[config.mk]
export PLATFORM = sky130hd
export DESIGN_NAME = crcs_scanner
export DESIGN_NICKNAME = d
export VERILOG_FILES = /design/src/logic/crcs_pkg.sv /design/src/logic/crcs_engine.sv /design/src/logic/crcs_scanner.sv
export SDC_FILE = /design/constraint.sdc
export NUM_CORES = 1
export LEC_CHECK = 0
export BUFFER_PORTS_ARGS = -buffer_cell sky130_fd_sc_hd__buf_4
export CAP_MARGIN = 20
export CORE_UTILIZATION = 35
export CTS_CLUSTER_DIAMETER = 30
export CTS_CLUSTER_SIZE = 20
export DETAILED_ROUTE_END_ITERATION = 8
export GPL_TIMING_DRIVEN = 0
export SETUP_SLACK_MARGIN = 0.3
export SYNTH_ARGS = -nofsm -noshare
export SYNTH_HDL_FRONTEND = slang
export SYNTH_HIERARCHICAL = 1
export SYNTH_SLANG_ARGS = --single-unit
[constraint.sdc]
create_clock -name clk_i -period 4.2 [get_ports clk_i]
set_input_delay 0.84 -clock clk_i [delete_from_list [all_inputs] [get_ports clk_i]]
set_output_delay 0.84 -clock clk_i [all_outputs]
set_load 0.05 [all_outputs]
[src/logic/crcs_pkg.sv]
// Constants, register map and byte helpers shared by the CRC scanner design
package crcs_pkg;

    // Register indices; byte address on the bus is four times the index
    localparam logic [9:0] IDX_DATA = 10'h34e;
    localparam logic [9:0] IDX_OVL = 10'h352;
    localparam logic [9:0] IDX_CON0 = 10'h356;
    localparam logic [9:0] IDX_CON1 = 10'h357;
    localparam logic [9:0] IDX_CON2 = 10'h358;
    localparam logic [9:0] IDX_SCON = 10'h360;
    localparam logic [9:0] IDX_SLO = 10'h361;
    localparam logic [9:0] IDX_SHI = 10'h364;
    localparam logic [9:0] IDX_TSEL = 10'h367;
    localparam logic [9:0] IDX_SSTAT = 10'h368;
    localparam logic [9:0] IDX_PMD = 10'h369;
    localparam logic [9:0] WORD_BYTES = 10'h004;
    localparam logic [9:0] ADDR_BYTES = 10'h003;

    // Control register 0 fields
    localparam int CON0_EN = 7;
    localparam int CON0_GO = 6;
    localparam int CON0_BUSY = 5;
    localparam int CON0_AUGMENT_ZEROS_BIT = 4;
    localparam int CON0_SETUP = 2;
    localparam int CON0_BIT_ORDER_SELECT = 1;
    localparam int CON0_FULL = 0;
    localparam logic [7:0] CON0_RST = 8'h00;

    // Overlay select codes; other codes reach the result
    localparam logic [1:0] OVL_POLY = 2'b10;
    localparam logic [1:0] OVL_SHIFT = 2'b01;

    // Scanner control, status and module-off fields
    localparam int SCON_EN = 7;
    localparam int SCON_RUN = 6;
    localparam int SCON_BURST = 5;
    localparam int SCON_MEMORY_REGION_SELECT = 4;
    localparam int SCON_TRIG = 3;
    localparam int SSTAT_DONE = 0;
    localparam int SSTAT_IE = 1;
    localparam int PMD_CRC = 0;
    localparam int PMD_SCAN = 1;

    function automatic logic [31:0] put_byte(input logic [31:0] w, input logic [1:0] lane,
                                             input logic [7:0] b);
        logic [31:0] r;
        r = w;
        r[{lane, 3'b000} +: 8] = b;
        return r;
    endfunction : put_byte

    function automatic logic [7:0] get_byte(input logic [31:0] w, input logic [1:0] lane);
        return w[{lane, 3'b000} +: 8];
    endfunction : get_byte

endpackage : crcs_pkg

[src/logic/crcs_engine.sv]
// Bit-serial shifter and accumulator of the CRC engine
`timescale 1ns/100ps
`default_nettype none

module crcs_engine (
    input wire logic clk_i,
    input wire logic rst_i,
    input wire logic ce_i,
    input wire logic kill_i,
    input wire logic halt_i,
    input wire logic run_i,
    input wire logic load_i,
    input wire logic [31:0] word_i,
    input wire logic [4:0] data_length_field_i,
    input wire logic [4:0] poly_length_field_i,
    input wire logic [31:0] poly_i,
    input wire logic augment_i,
    input wire logic lsb_first_i,
    input wire logic seed_we_i,
    input wire logic [1:0] seed_lane_i,
    input wire logic [7:0] seed_byte_i,
    output logic [31:0] acc_o,
    output logic [31:0] shift_o,
    output logic shifting_o
);

    logic [31:0] acc_r;
    logic [31:0] sh_r;
    logic [4:0] cnt_r;
    logic act_r;

    // One division step; augmented mode folds the data bit into the feedback
    function automatic logic [31:0] crc_step(input logic [31:0] acc, input logic din,
                                             input logic [4:0] poly_length_field, input logic [31:0] poly,
                                             input logic aug);
        logic [31:0] mask;
        logic [31:0] nx;
        logic fb;
        mask = 32'hffffffff >> (5'd31 - poly_length_field);
        fb = acc[poly_length_field] ^ (aug & din);
        nx = ((acc << 1) | {31'h0, ~aug & din}) & mask;
        if (fb) begin
            nx = nx ^ ((poly | 32'h00000001) & mask);
        end
        return nx;
    endfunction : crc_step

    wire logic din = lsb_first_i ? sh_r[0] : sh_r[31];
    wire logic [31:0] acc_step = crc_step(acc_r, din, poly_length_field_i, poly_i, augment_i);
    wire logic [31:0] sh_step = lsb_first_i ? (sh_r >> 1) : (sh_r << 1);
    wire logic [31:0] sh_load = lsb_first_i ? word_i : (word_i << (5'd31 - data_length_field_i));
    wire logic stepping = act_r & run_i;

    always_ff @(posedge clk_i) begin
        if (rst_i || kill_i) begin
            act_r <= 1'b0;
            cnt_r <= 5'h00;
            sh_r <= 32'h0;
        end else if (ce_i) begin
            if (halt_i) begin
                act_r <= 1'b0;
                sh_r <= 32'h0;
            end else if (load_i && !act_r) begin
                act_r <= 1'b1;
                cnt_r <= data_length_field_i;
                sh_r <= sh_load;
            end else if (stepping) begin
                sh_r <= sh_step;
                cnt_r <= cnt_r - 5'h01;
                act_r <= (cnt_r != 5'h00);
            end
        end
    end

    // Seed writes win over a step in the same cycle
    always_ff @(posedge clk_i) begin
        if (rst_i || kill_i) begin
            acc_r <= 32'h0;
        end else if (ce_i) begin
            if (seed_we_i) begin
                acc_r <= crcs_pkg::put_byte(acc_r, seed_lane_i, seed_byte_i);
            end else if (stepping && !halt_i) begin
                acc_r <= acc_step;
            end
        end
    end

    assign acc_o = acc_r;
    assign shift_o = sh_r;
    assign shifting_o = act_r;

    load_count_a: assert property (@(posedge clk_i) disable iff (rst_i || !ce_i)
        load_i && !act_r && !halt_i && !kill_i |=> act_r && cnt_r == $past(data_length_field_i))
        else $error("shifter not loaded with data length");

    last_bit_a: assert property (@(posedge clk_i) disable iff (rst_i || !ce_i)
        act_r && run_i && cnt_r == 5'h00 && !halt_i && !kill_i |=> !act_r)
        else $error("shifter kept running past last bit");

    run_hold_a: assert property (@(posedge clk_i) disable iff (rst_i || !ce_i)
        act_r && !run_i && !halt_i && !kill_i && !seed_we_i |=> $stable(acc_r) && $stable(sh_r))
        else $error("shifter moved with run bit clear");

endmodule : crcs_engine

`default_nettype wire

[src/logic/crcs_scanner.sv]
// CRC engine registers, data path handshake and memory scanner
`timescale 1ns/100ps
`default_nettype none

module crcs_scanner #(
    parameter int ADDR_W = 24,
    parameter int TRIG_N = 8
) (
    input wire logic clk_i,
    input wire logic rst_i,
    input wire logic ce_i,
    input wire logic wb_cyc_i,
    input wire logic wb_stb_i,
    input wire logic wb_we_i,
    input wire logic [11:0] wb_adr_i,
    input wire logic [3:0] wb_sel_i,
    input wire logic [31:0] wb_dat_i,
    output logic [31:0] wb_dat_o,
    output logic wb_ack_o,
    output logic mem_req_o,
    output logic mem_lock_o,
    output logic mem_region_o,
    output logic [ADDR_W-1:0] mem_addr_o,
    input wire logic mem_grant_i,
    input wire logic [31:0] mem_rdata_i,
    input wire logic [TRIG_N-1:0] trig_i,
    input wire logic scanner_fuse_i,
    output logic scan_irq_o
);

    localparam int TSEL_W = (TRIG_N > 1) ? $clog2(TRIG_N) : 1;

    ////////////////////////////////////////////////////////////////////////////////
    // State

    logic ack_r;
    logic [31:0] rdat_r;
    logic en_r;
    logic go_r;
    logic augment_zeros_bit_r;
    logic [1:0] setup_r;
    logic bit_order_select_r;
    logic full_r;
    logic [4:0] poly_length_field_r;
    logic [4:0] data_length_field_r;
    logic [31:0] data_r;
    logic [31:0] poly_r;
    logic sen_r;
    logic srun_r;
    logic burst_r;
    logic memory_region_select_r;
    logic scan_trigger_enable_r;
    logic [ADDR_W-1:0] slo_r;
    logic [ADDR_W-1:0] shi_r;
    logic [7:0] tsel_r;
    logic done_r;
    logic ie_r;
    logic crc_off_r;
    logic scan_off_r;
    logic req_r;
    logic lock_r;
    logic irq_r;
    logic [31:0] acc_w;
    logic [31:0] shift_w;
    logic shifting_w;

    ////////////////////////////////////////////////////////////////////////////////
    // Bus decode

    wire logic [9:0] idx = wb_adr_i[11:2];
    wire logic [7:0] wbyte = wb_dat_i[7:0];
    wire logic wr = wb_cyc_i & wb_stb_i & wb_we_i & ~ack_r & wb_sel_i[0];
    wire logic rd = wb_cyc_i & wb_stb_i & ~wb_we_i & ~ack_r;
    wire logic crc_on = ~crc_off_r;
    wire logic wr_crc = wr & crc_on;
    wire logic [9:0] d_off = idx - crcs_pkg::IDX_DATA;
    wire logic [9:0] o_off = idx - crcs_pkg::IDX_OVL;
    wire logic [9:0] l_off = idx - crcs_pkg::IDX_SLO;
    wire logic [9:0] h_off = idx - crcs_pkg::IDX_SHI;
    wire logic hit_d = d_off < crcs_pkg::WORD_BYTES;
    wire logic hit_o = o_off < crcs_pkg::WORD_BYTES;
    wire logic hit_l = l_off < crcs_pkg::ADDR_BYTES;
    wire logic hit_h = h_off < crcs_pkg::ADDR_BYTES;
    wire logic wr_con0 = wr_crc & (idx == crcs_pkg::IDX_CON0);
    wire logic wr_scon = wr & (idx == crcs_pkg::IDX_SCON);
    wire logic wr_sstat = wr & (idx == crcs_pkg::IDX_SSTAT);
    wire logic wr_low = wr_crc & (idx == crcs_pkg::IDX_DATA);
    wire logic ovl_poly = (setup_r == crcs_pkg::OVL_POLY);
    wire logic ovl_shift = (setup_r == crcs_pkg::OVL_SHIFT);
    wire logic wr_poly = wr_crc & hit_o & ovl_poly;
    wire logic wr_seed = wr_crc & hit_o & ~ovl_poly & ~ovl_shift;

    ////////////////////////////////////////////////////////////////////////////////
    // Data path and scanner control

    wire logic busy = full_r | shifting_w;
    wire logic halt = ~en_r;
    wire logic xfer = full_r & go_r & en_r & ~shifting_w & crc_on;
    // Scanner available only with fuse set and scanner off clear
    wire logic scan_avail = scanner_fuse_i & ~scan_off_r;
    wire logic scan_act = srun_r & sen_r & en_r & go_r & scan_avail & crc_on;
    wire logic trig_hit = trig_i[tsel_r[TSEL_W-1:0]];
    // Fetch only into an empty input
    wire logic can_take = ~full_r & (~scan_trigger_enable_r | trig_hit);
    wire logic req_nxt = scan_act & (burst_r | can_take);
    wire logic lock_nxt = scan_act & burst_r;
    wire logic fetch = req_r & mem_grant_i & scan_act & can_take;
    wire logic last = (slo_r == shi_r);
    wire logic [31:0] slo_wide = 32'(slo_r);
    wire logic [31:0] shi_wide = 32'(shi_r);
    wire logic [31:0] slo_put = crcs_pkg::put_byte(slo_wide, l_off[1:0], wbyte);
    wire logic [31:0] shi_put = crcs_pkg::put_byte(shi_wide, h_off[1:0], wbyte);

    wire logic srun_nxt = (~en_r | ~scan_avail | crc_off_r) ? 1'b0 :
                          (fetch & last) ? 1'b0 :
                          wr_scon ? wbyte[crcs_pkg::SCON_RUN] : srun_r;
    wire logic srun_fall = srun_r & ~srun_nxt;

    ////////////////////////////////////////////////////////////////////////////////
    // Read mux

    wire logic [31:0] ovl_word = ovl_poly ? (poly_r | 32'h00000001) :
                                 ovl_shift ? shift_w : acc_w;
    wire logic [7:0] con0_v = {en_r, go_r, busy, augment_zeros_bit_r, setup_r, bit_order_select_r, full_r};
    wire logic [7:0] scon_v = {sen_r, srun_r, burst_r, memory_region_select_r, scan_trigger_enable_r, 3'b000};
    wire logic [7:0] rd_byte =
        hit_d ? crcs_pkg::get_byte(data_r, d_off[1:0]) :
        hit_o ? crcs_pkg::get_byte(ovl_word, o_off[1:0]) :
        (idx == crcs_pkg::IDX_CON0) ? con0_v :
        (idx == crcs_pkg::IDX_CON1) ? {3'b000, poly_length_field_r} :
        (idx == crcs_pkg::IDX_CON2) ? {3'b000, data_length_field_r} :
        (idx == crcs_pkg::IDX_SCON) ? scon_v :
        hit_l ? crcs_pkg::get_byte(slo_wide, l_off[1:0]) :
        hit_h ? crcs_pkg::get_byte(shi_wide, h_off[1:0]) :
        (idx == crcs_pkg::IDX_TSEL) ? tsel_r :
        (idx == crcs_pkg::IDX_SSTAT) ? {6'h00, ie_r, done_r} :
        (idx == crcs_pkg::IDX_PMD) ? {6'h00, scan_off_r, crc_off_r} : 8'h00;

    ////////////////////////////////////////////////////////////////////////////////
    // Wishbone answer

    always_ff @(posedge clk_i) begin
        if (rst_i) begin
            ack_r <= 1'b0;
            rdat_r <= 32'h0;
        end else if (ce_i) begin
            ack_r <= wb_cyc_i & wb_stb_i & ~ack_r;
            if (rd) begin
                rdat_r <= {24'h000000, rd_byte};
            end
        end
    end

    ////////////////////////////////////////////////////////////////////////////////
    // CRC configuration

    // Module off returns CRC to reset
    always_ff @(posedge clk_i) begin
        if (rst_i || crc_off_r) begin
            {en_r, go_r, augment_zeros_bit_r, setup_r, bit_order_select_r} <= crcs_pkg::CON0_RST[7:2];
        end else if (ce_i && wr_con0) begin
            en_r <= wbyte[crcs_pkg::CON0_EN];
            go_r <= wbyte[crcs_pkg::CON0_GO];
            augment_zeros_bit_r <= wbyte[crcs_pkg::CON0_AUGMENT_ZEROS_BIT];
            setup_r <= wbyte[crcs_pkg::CON0_SETUP +: 2];
            bit_order_select_r <= wbyte[crcs_pkg::CON0_BIT_ORDER_SELECT];
        end
    end

    always_ff @(posedge clk_i) begin
        if (rst_i || crc_off_r) begin
            poly_length_field_r <= 5'h00;
            data_length_field_r <= 5'h00;
            poly_r <= 32'h0;
        end else if (ce_i) begin
            if (wr_crc && idx == crcs_pkg::IDX_CON1) begin
                poly_length_field_r <= wbyte[4:0];
            end
            if (wr_crc && idx == crcs_pkg::IDX_CON2) begin
                data_length_field_r <= wbyte[4:0];
            end
            if (wr_poly) begin
                poly_r <= crcs_pkg::put_byte(poly_r, o_off[1:0], wbyte);
            end
        end
    end

    ////////////////////////////////////////////////////////////////////////////////
    // Data input and pending flag

    // New word sets pending; move clears it
    always_ff @(posedge clk_i) begin
        if (rst_i || crc_off_r) begin
            data_r <= 32'h0;
            full_r <= 1'b0;
        end else if (ce_i) begin
            if (fetch) begin
                data_r <= mem_rdata_i;
            end else if (wr_crc && hit_d) begin
                data_r <= crcs_pkg::put_byte(data_r, d_off[1:0], wbyte);
            end
            if (fetch || wr_low) begin
                full_r <= 1'b1;
            end else if (xfer || halt) begin
                full_r <= 1'b0;
            end
        end
    end

    ////////////////////////////////////////////////////////////////////////////////
    // Scanner registers

    always_ff @(posedge clk_i) begin
        if (rst_i) begin
            {sen_r, burst_r, memory_region_select_r, scan_trigger_enable_r} <= 4'h0;
            tsel_r <= 8'h00;
            {scan_off_r, crc_off_r} <= 2'b00;
            ie_r <= 1'b0;
        end else if (ce_i) begin
            if (wr_scon) begin
                sen_r <= wbyte[crcs_pkg::SCON_EN];
                burst_r <= wbyte[crcs_pkg::SCON_BURST];
                memory_region_select_r <= wbyte[crcs_pkg::SCON_MEMORY_REGION_SELECT];
                scan_trigger_enable_r <= wbyte[crcs_pkg::SCON_TRIG];
            end
            if (wr && idx == crcs_pkg::IDX_TSEL) begin
                tsel_r <= wbyte;
            end
            if (wr && idx == crcs_pkg::IDX_PMD) begin
                crc_off_r <= wbyte[crcs_pkg::PMD_CRC];
                scan_off_r <= wbyte[crcs_pkg::PMD_SCAN];
            end
            if (wr_sstat) begin
                ie_r <= wbyte[crcs_pkg::SSTAT_IE];
            end
        end
    end

    always_ff @(posedge clk_i) begin
        if (rst_i) begin
            slo_r <= '0;
            shi_r <= '0;
        end else if (ce_i) begin
            if (fetch) begin
                slo_r <= slo_r + 1'b1;
            end else if (wr && hit_l) begin
                slo_r <= slo_put[ADDR_W-1:0];
            end
            if (wr && hit_h) begin
                shi_r <= shi_put[ADDR_W-1:0];
            end
        end
    end

    // Done flag set wins over clear
    always_ff @(posedge clk_i) begin
        if (rst_i) begin
            srun_r <= 1'b0;
            done_r <= 1'b0;
        end else if (ce_i) begin
            srun_r <= srun_nxt;
            if (fetch && last) begin
                done_r <= 1'b1;
            end else if (wr_sstat && !wbyte[crcs_pkg::SSTAT_DONE]) begin
                done_r <= 1'b0;
            end
        end
    end

    always_ff @(posedge clk_i) begin
        if (rst_i) begin
            req_r <= 1'b0;
            lock_r <= 1'b0;
            irq_r <= 1'b0;
        end else if (ce_i) begin
            req_r <= req_nxt;
            lock_r <= lock_nxt;
            irq_r <= srun_fall & ie_r;
        end
    end

    ////////////////////////////////////////////////////////////////////////////////
    // Engine

    // Engine shifts data_length_field plus one bits
    crcs_engine u_engine (
        .clk_i(clk_i),
        .rst_i(rst_i),
        .ce_i(ce_i),
        .kill_i(crc_off_r),
        .halt_i(halt),
        .run_i(go_r),
        .load_i(xfer),
        .word_i(data_r),
        .data_length_field_i(data_length_field_r),
        .poly_length_field_i(poly_length_field_r),
        .poly_i(poly_r),
        .augment_i(augment_zeros_bit_r),
        .lsb_first_i(bit_order_select_r),
        .seed_we_i(wr_seed),
        .seed_lane_i(o_off[1:0]),
        .seed_byte_i(wbyte),
        .acc_o(acc_w),
        .shift_o(shift_w),
        .shifting_o(shifting_w)
    );

    assign wb_ack_o = ack_r;
    assign wb_dat_o = rdat_r;
    assign mem_req_o = req_r;
    assign mem_lock_o = lock_r;
    assign mem_region_o = memory_region_select_r;
    assign mem_addr_o = slo_r;
    assign scan_irq_o = irq_r;

    ////////////////////////////////////////////////////////////////////////////////
    // Checks

    wb_ack_a: assert property (@(posedge clk_i) disable iff (rst_i || !ce_i)
        wb_cyc_i && wb_stb_i && !ack_r |=> ack_r ##1 !ack_r)
        else $error("wishbone ack not a single cycle after request");

    low_full_a: assert property (@(posedge clk_i) disable iff (rst_i || !ce_i)
        wr_low |=> full_r)
        else $error("low byte write did not mark word pending");

    en_scan_a: assert property (@(posedge clk_i) disable iff (rst_i || !ce_i)
        !en_r |=> !srun_r)
        else $error("scan run survived enable low");

    last_stop_a: assert property (@(posedge clk_i) disable iff (rst_i || !ce_i)
        fetch && last |=> !srun_r && done_r && full_r)
        else $error("scan did not stop at high address");

    full_req_a: assert property (@(posedge clk_i) disable iff (rst_i || !ce_i)
        full_r && !burst_r |=> !mem_req_o)
        else $error("fetch requested while word pending");

    burst_lock_a: assert property (@(posedge clk_i) disable iff (rst_i || !ce_i)
        scan_act && burst_r |=> mem_req_o && mem_lock_o)
        else $error("burst scan did not request and lock");

    scan_irq_a: assert property (@(posedge clk_i) disable iff (rst_i || !ce_i)
        srun_r && !srun_nxt |=> scan_irq_o == $past(ie_r))
        else $error("scan interrupt not matching falling run");

    busy_clear_a: assert property (@(posedge clk_i) disable iff (rst_i || !ce_i)
        con0_v[crcs_pkg::CON0_BUSY] == (full_r || shifting_w))
        else $error("busy bit wrong");

endmodule : crcs_scanner

`default_nettype wire

==> impl_metrics.csv <==
group,metric,value,unit
placed_design,hpwlAfterDp,61500,um
timing,holdWs,0.471,ns
global_route,grt_pass1_vias,18900,
logic_synthesis,ys_warn_count,6,
power_and_ir_drop,p_leak,7.37,nW
worst_hold_path,hold_path_depth,2,
clock_tree,max-clock-path-buffers,3,
timing,max-slew-margin-rel,0.179,
finish,drive_above_1_share,0.185,
worst_hold_path,hold_path_class,"register to register",
clock_tree,cts_tree,"built",
timing,maxClockFrequency,261,MHz
clock_tree,htreeDepth,3,
finish,syn_to_final_growth,23.7,%
clock_tree,clkLatencyLatePin,0.60,ns
finish,nets,2512,
floorplanning,core-area,49400,um^2
timing,clock_skew,0.0251,ns
critical_path,path_buf_inv,7,
placed_design,place_congestion,1.02,
timing,drv_slew,0,
critical_path,ff2ff_path_depth,10,
logic_synthesis,synthesis.area,17600,um^2
drt,final_antenna_net_count,0,
logic_synthesis,avgSynthCellArea,8.03,um^2
critical_path,crit_path_end_kind,"register",
global_route,grt_use_total,0.320,
floorplanning,start_util,0.358,
clock_tree,cts_num_sinks,227,
floorplanning,io_pins,157,
worst_hold_path,worstHoldStart,"mem_lock_o",
drt,drc,0,
timing,hold_viol,0,
critical_path,max_stage_delay,0.70,ns
worst_hold_path,holdPathEnd,"mem_lock_o",
critical_path,crit_required,4.72,ns
clock_tree,clk_pin_slew_worst_paths,0.04,ns
critical_path,start_kind,"input port",
critical_path,crit_chain,"buf_4 -> buf_4 -> inv_1 -> clkbuf_4 -> clkbuf_4 -> ha_1 -> clkbuf_4 -> and3b_1 -> buf_2 -> a22oi_1 -> a2111oi_1 -> a2111oi_0 -> a21oi_1",
critical_path,critPathArrivalTime,4.36,ns
timing,fin_crit_sh,0.913,
power_and_ir_drop,p_total,0.00796,W
outcome,outcome,"complete, no violations",
critical_path,rr_startpoint,"setup_r[1]",
critical_path,crit_fanout,13,
drt,viasPerCell,6.48,
finish,utilization,0.442,
drt,drtIter0Drc,2806,
clock_tree,cts_buffers,69,
placed_design,io_buffers,103,
logic_synthesis,postSynthCellCount,2198,
critical_path,crit_family,"buffers and inverters",
critical_path,slowest_stage,"a2111oi_1",
run,drv_cap,0,
timing,worst_pin_slew,1.23,ns
critical_path,crit_top_cell,"clkbuf_4",
global_route,antenna_found_initial,2,
critical_path,rrSetupSlack,0.42,ns
placed_design,dp_slack,-1.19,ns
drt,wl,82800,um
power_and_ir_drop,ir_drop,0.385,mV
drt,wl_per_cell,26.5,um
drt,drtPass1Iterations,9,
critical_path,rr_endpoint,"u_engine/acc_o[5]",
timing,layout_min_cycle_time,3.83,ns
floorplanning,die_x,227,um
timing,finalSetupViolations,0,
critical_path,path_class,"input port to register",
floorplanning,die_area,51300,um^2
clock_tree,root_buffer,"clkbuf_16",
timing,fin_ws,0.366,ns
floorplanning,fp-row-count,81,
global_route,gr-total-overflow,0,
drt,vias,20200,
power_and_ir_drop,power.density,365,nW/um^2
global_route,grt_pass1_wl,122000,um
global_route,grt_max_degree,17,
floorplanning,die_h,227,um
timing,rsz0062_at_grt,"yes",
timing,tns,0,ns
==> tightest hold or removal path, stage by stage (launching register included) <==
cell     delay, ns
dfxtp_1       0.31
nand2_1       0.06
a21oi_1       0.05
==> worst max path at each step <==
stage / start / end / cells after the start
2_1_floorplan: wb_adr_i[3] / u_engine/acc_o[14] / 13
3_3_place_gp: wb_adr_i[3] / u_engine/acc_o[6] / 16
3_5_place_dp: wb_adr_i[3] / u_engine/acc_o[6] / 16
4_1_cts: wb_adr_i[3] / u_engine/acc_o[4] / 13
5_1_grt: wb_adr_i[2] / wb_dat_o[1] / 14
6_report: wb_adr_i[2] / wb_dat_o[3] / 13
==> sequential cells by signal (all words and copies together) (netlist names), 2 cells and up <==
signal               flops
data_length_field_r      5
u_engine/cnt_r           5
tsel_r                   8
u_engine/shift_o        32
poly_length_field_r      5
setup_r                  2
wb_dat_o                 8
shi_r                   24
data_r                  32
poly_r                  31
mem_addr_o              24
u_engine/acc_o          32
==> placed cells by master, fill, tap and decap left out, types with 15 or more instances in the layout <==
| cell | n |
|---|---|
| xnor2_1 | 26 |
| nand4_1 | 21 |
| buf_6 | 16 |
| mux2_2 | 19 |
| inv_1 | 39 |
| nand3_1 | 133 |
| ha_1 | 17 |
| nand3b_1 | 25 |
| a31oi_1 | 26 |
| nor2_1 | 204 |
| o21ai_0 | 87 |
| mux4_2 | 53 |
| a221oi_1 | 23 |
| mux2i_1 | 141 |
| nor2b_1 | 28 |
| a22oi_1 | 34 |
| nand2b_1 | 17 |
| nor3_1 | 44 |
| a21oi_1 | 176 |
| and2_1 | 21 |
| clkbuf_16 | 69 |
| a311oi_1 | 26 |
| dfxtp_1 | 227 |
| and3_1 | 37 |
| or3_1 | 15 |
| buf_2 | 25 |
| o211ai_1 | 20 |
| buf_4 | 145 |
| nand2_1 | 238 |
| a211oi_1 | 22 |
| conb_1 | 24 |
| clkbuf_1 | 103 |
==> per-layer routing <==
layer | part of all wire | vias up | track usage
li1 | - | 8655 | -
met1 | 0.40 | 9799 | 0.416
met2 | 0.43 | 1430 | 0.482
met3 | 0.11 | 323 | 0.0768
met4 | 0.059 | 2 | 0.183
met5 | 0.00015 | - | 0
==> report_power, final <==
group	switching [W]	total, W	leakage [nW]	internal (W)
clock	0.00166	0.00530	1.13	0.00365
combinational	0.000350	0.000485	4.41	0.000135
sequential	0.00000462	0.00217	1.83	0.00217
total	0.00201	0.00796	7.37	0.00595
==> through the flow <==
step	std cells	area [um^2]
after detailed placement	2988	19300
final	3118	21800
after CTS	3114	21800
after global placement	2988	19300
after floorplan	2221	17700
after global routing	3117	21800
==> area by class of cell <==
class                      instances  area [um^2]
clock inverter                    38          480
clock buffer                      87         1900
fill                            4934        27500
buffer                           205         1110
antenna                            1         2.50
tap                              664          831
sequential                       227         4540
timing repair buffer             107          803
multi-input combinational       1748        12000
inverter                          41          165
==> what timing repair did <==
action                     4_1_cts  5_1_grt
setup endpoints to repair      102       38
hold buffers                     0        0
setup buffers                    1        2
resized for setup               15       16
pin swaps                        1        1
Note: power is estimated with default switching activity, not from simulation.
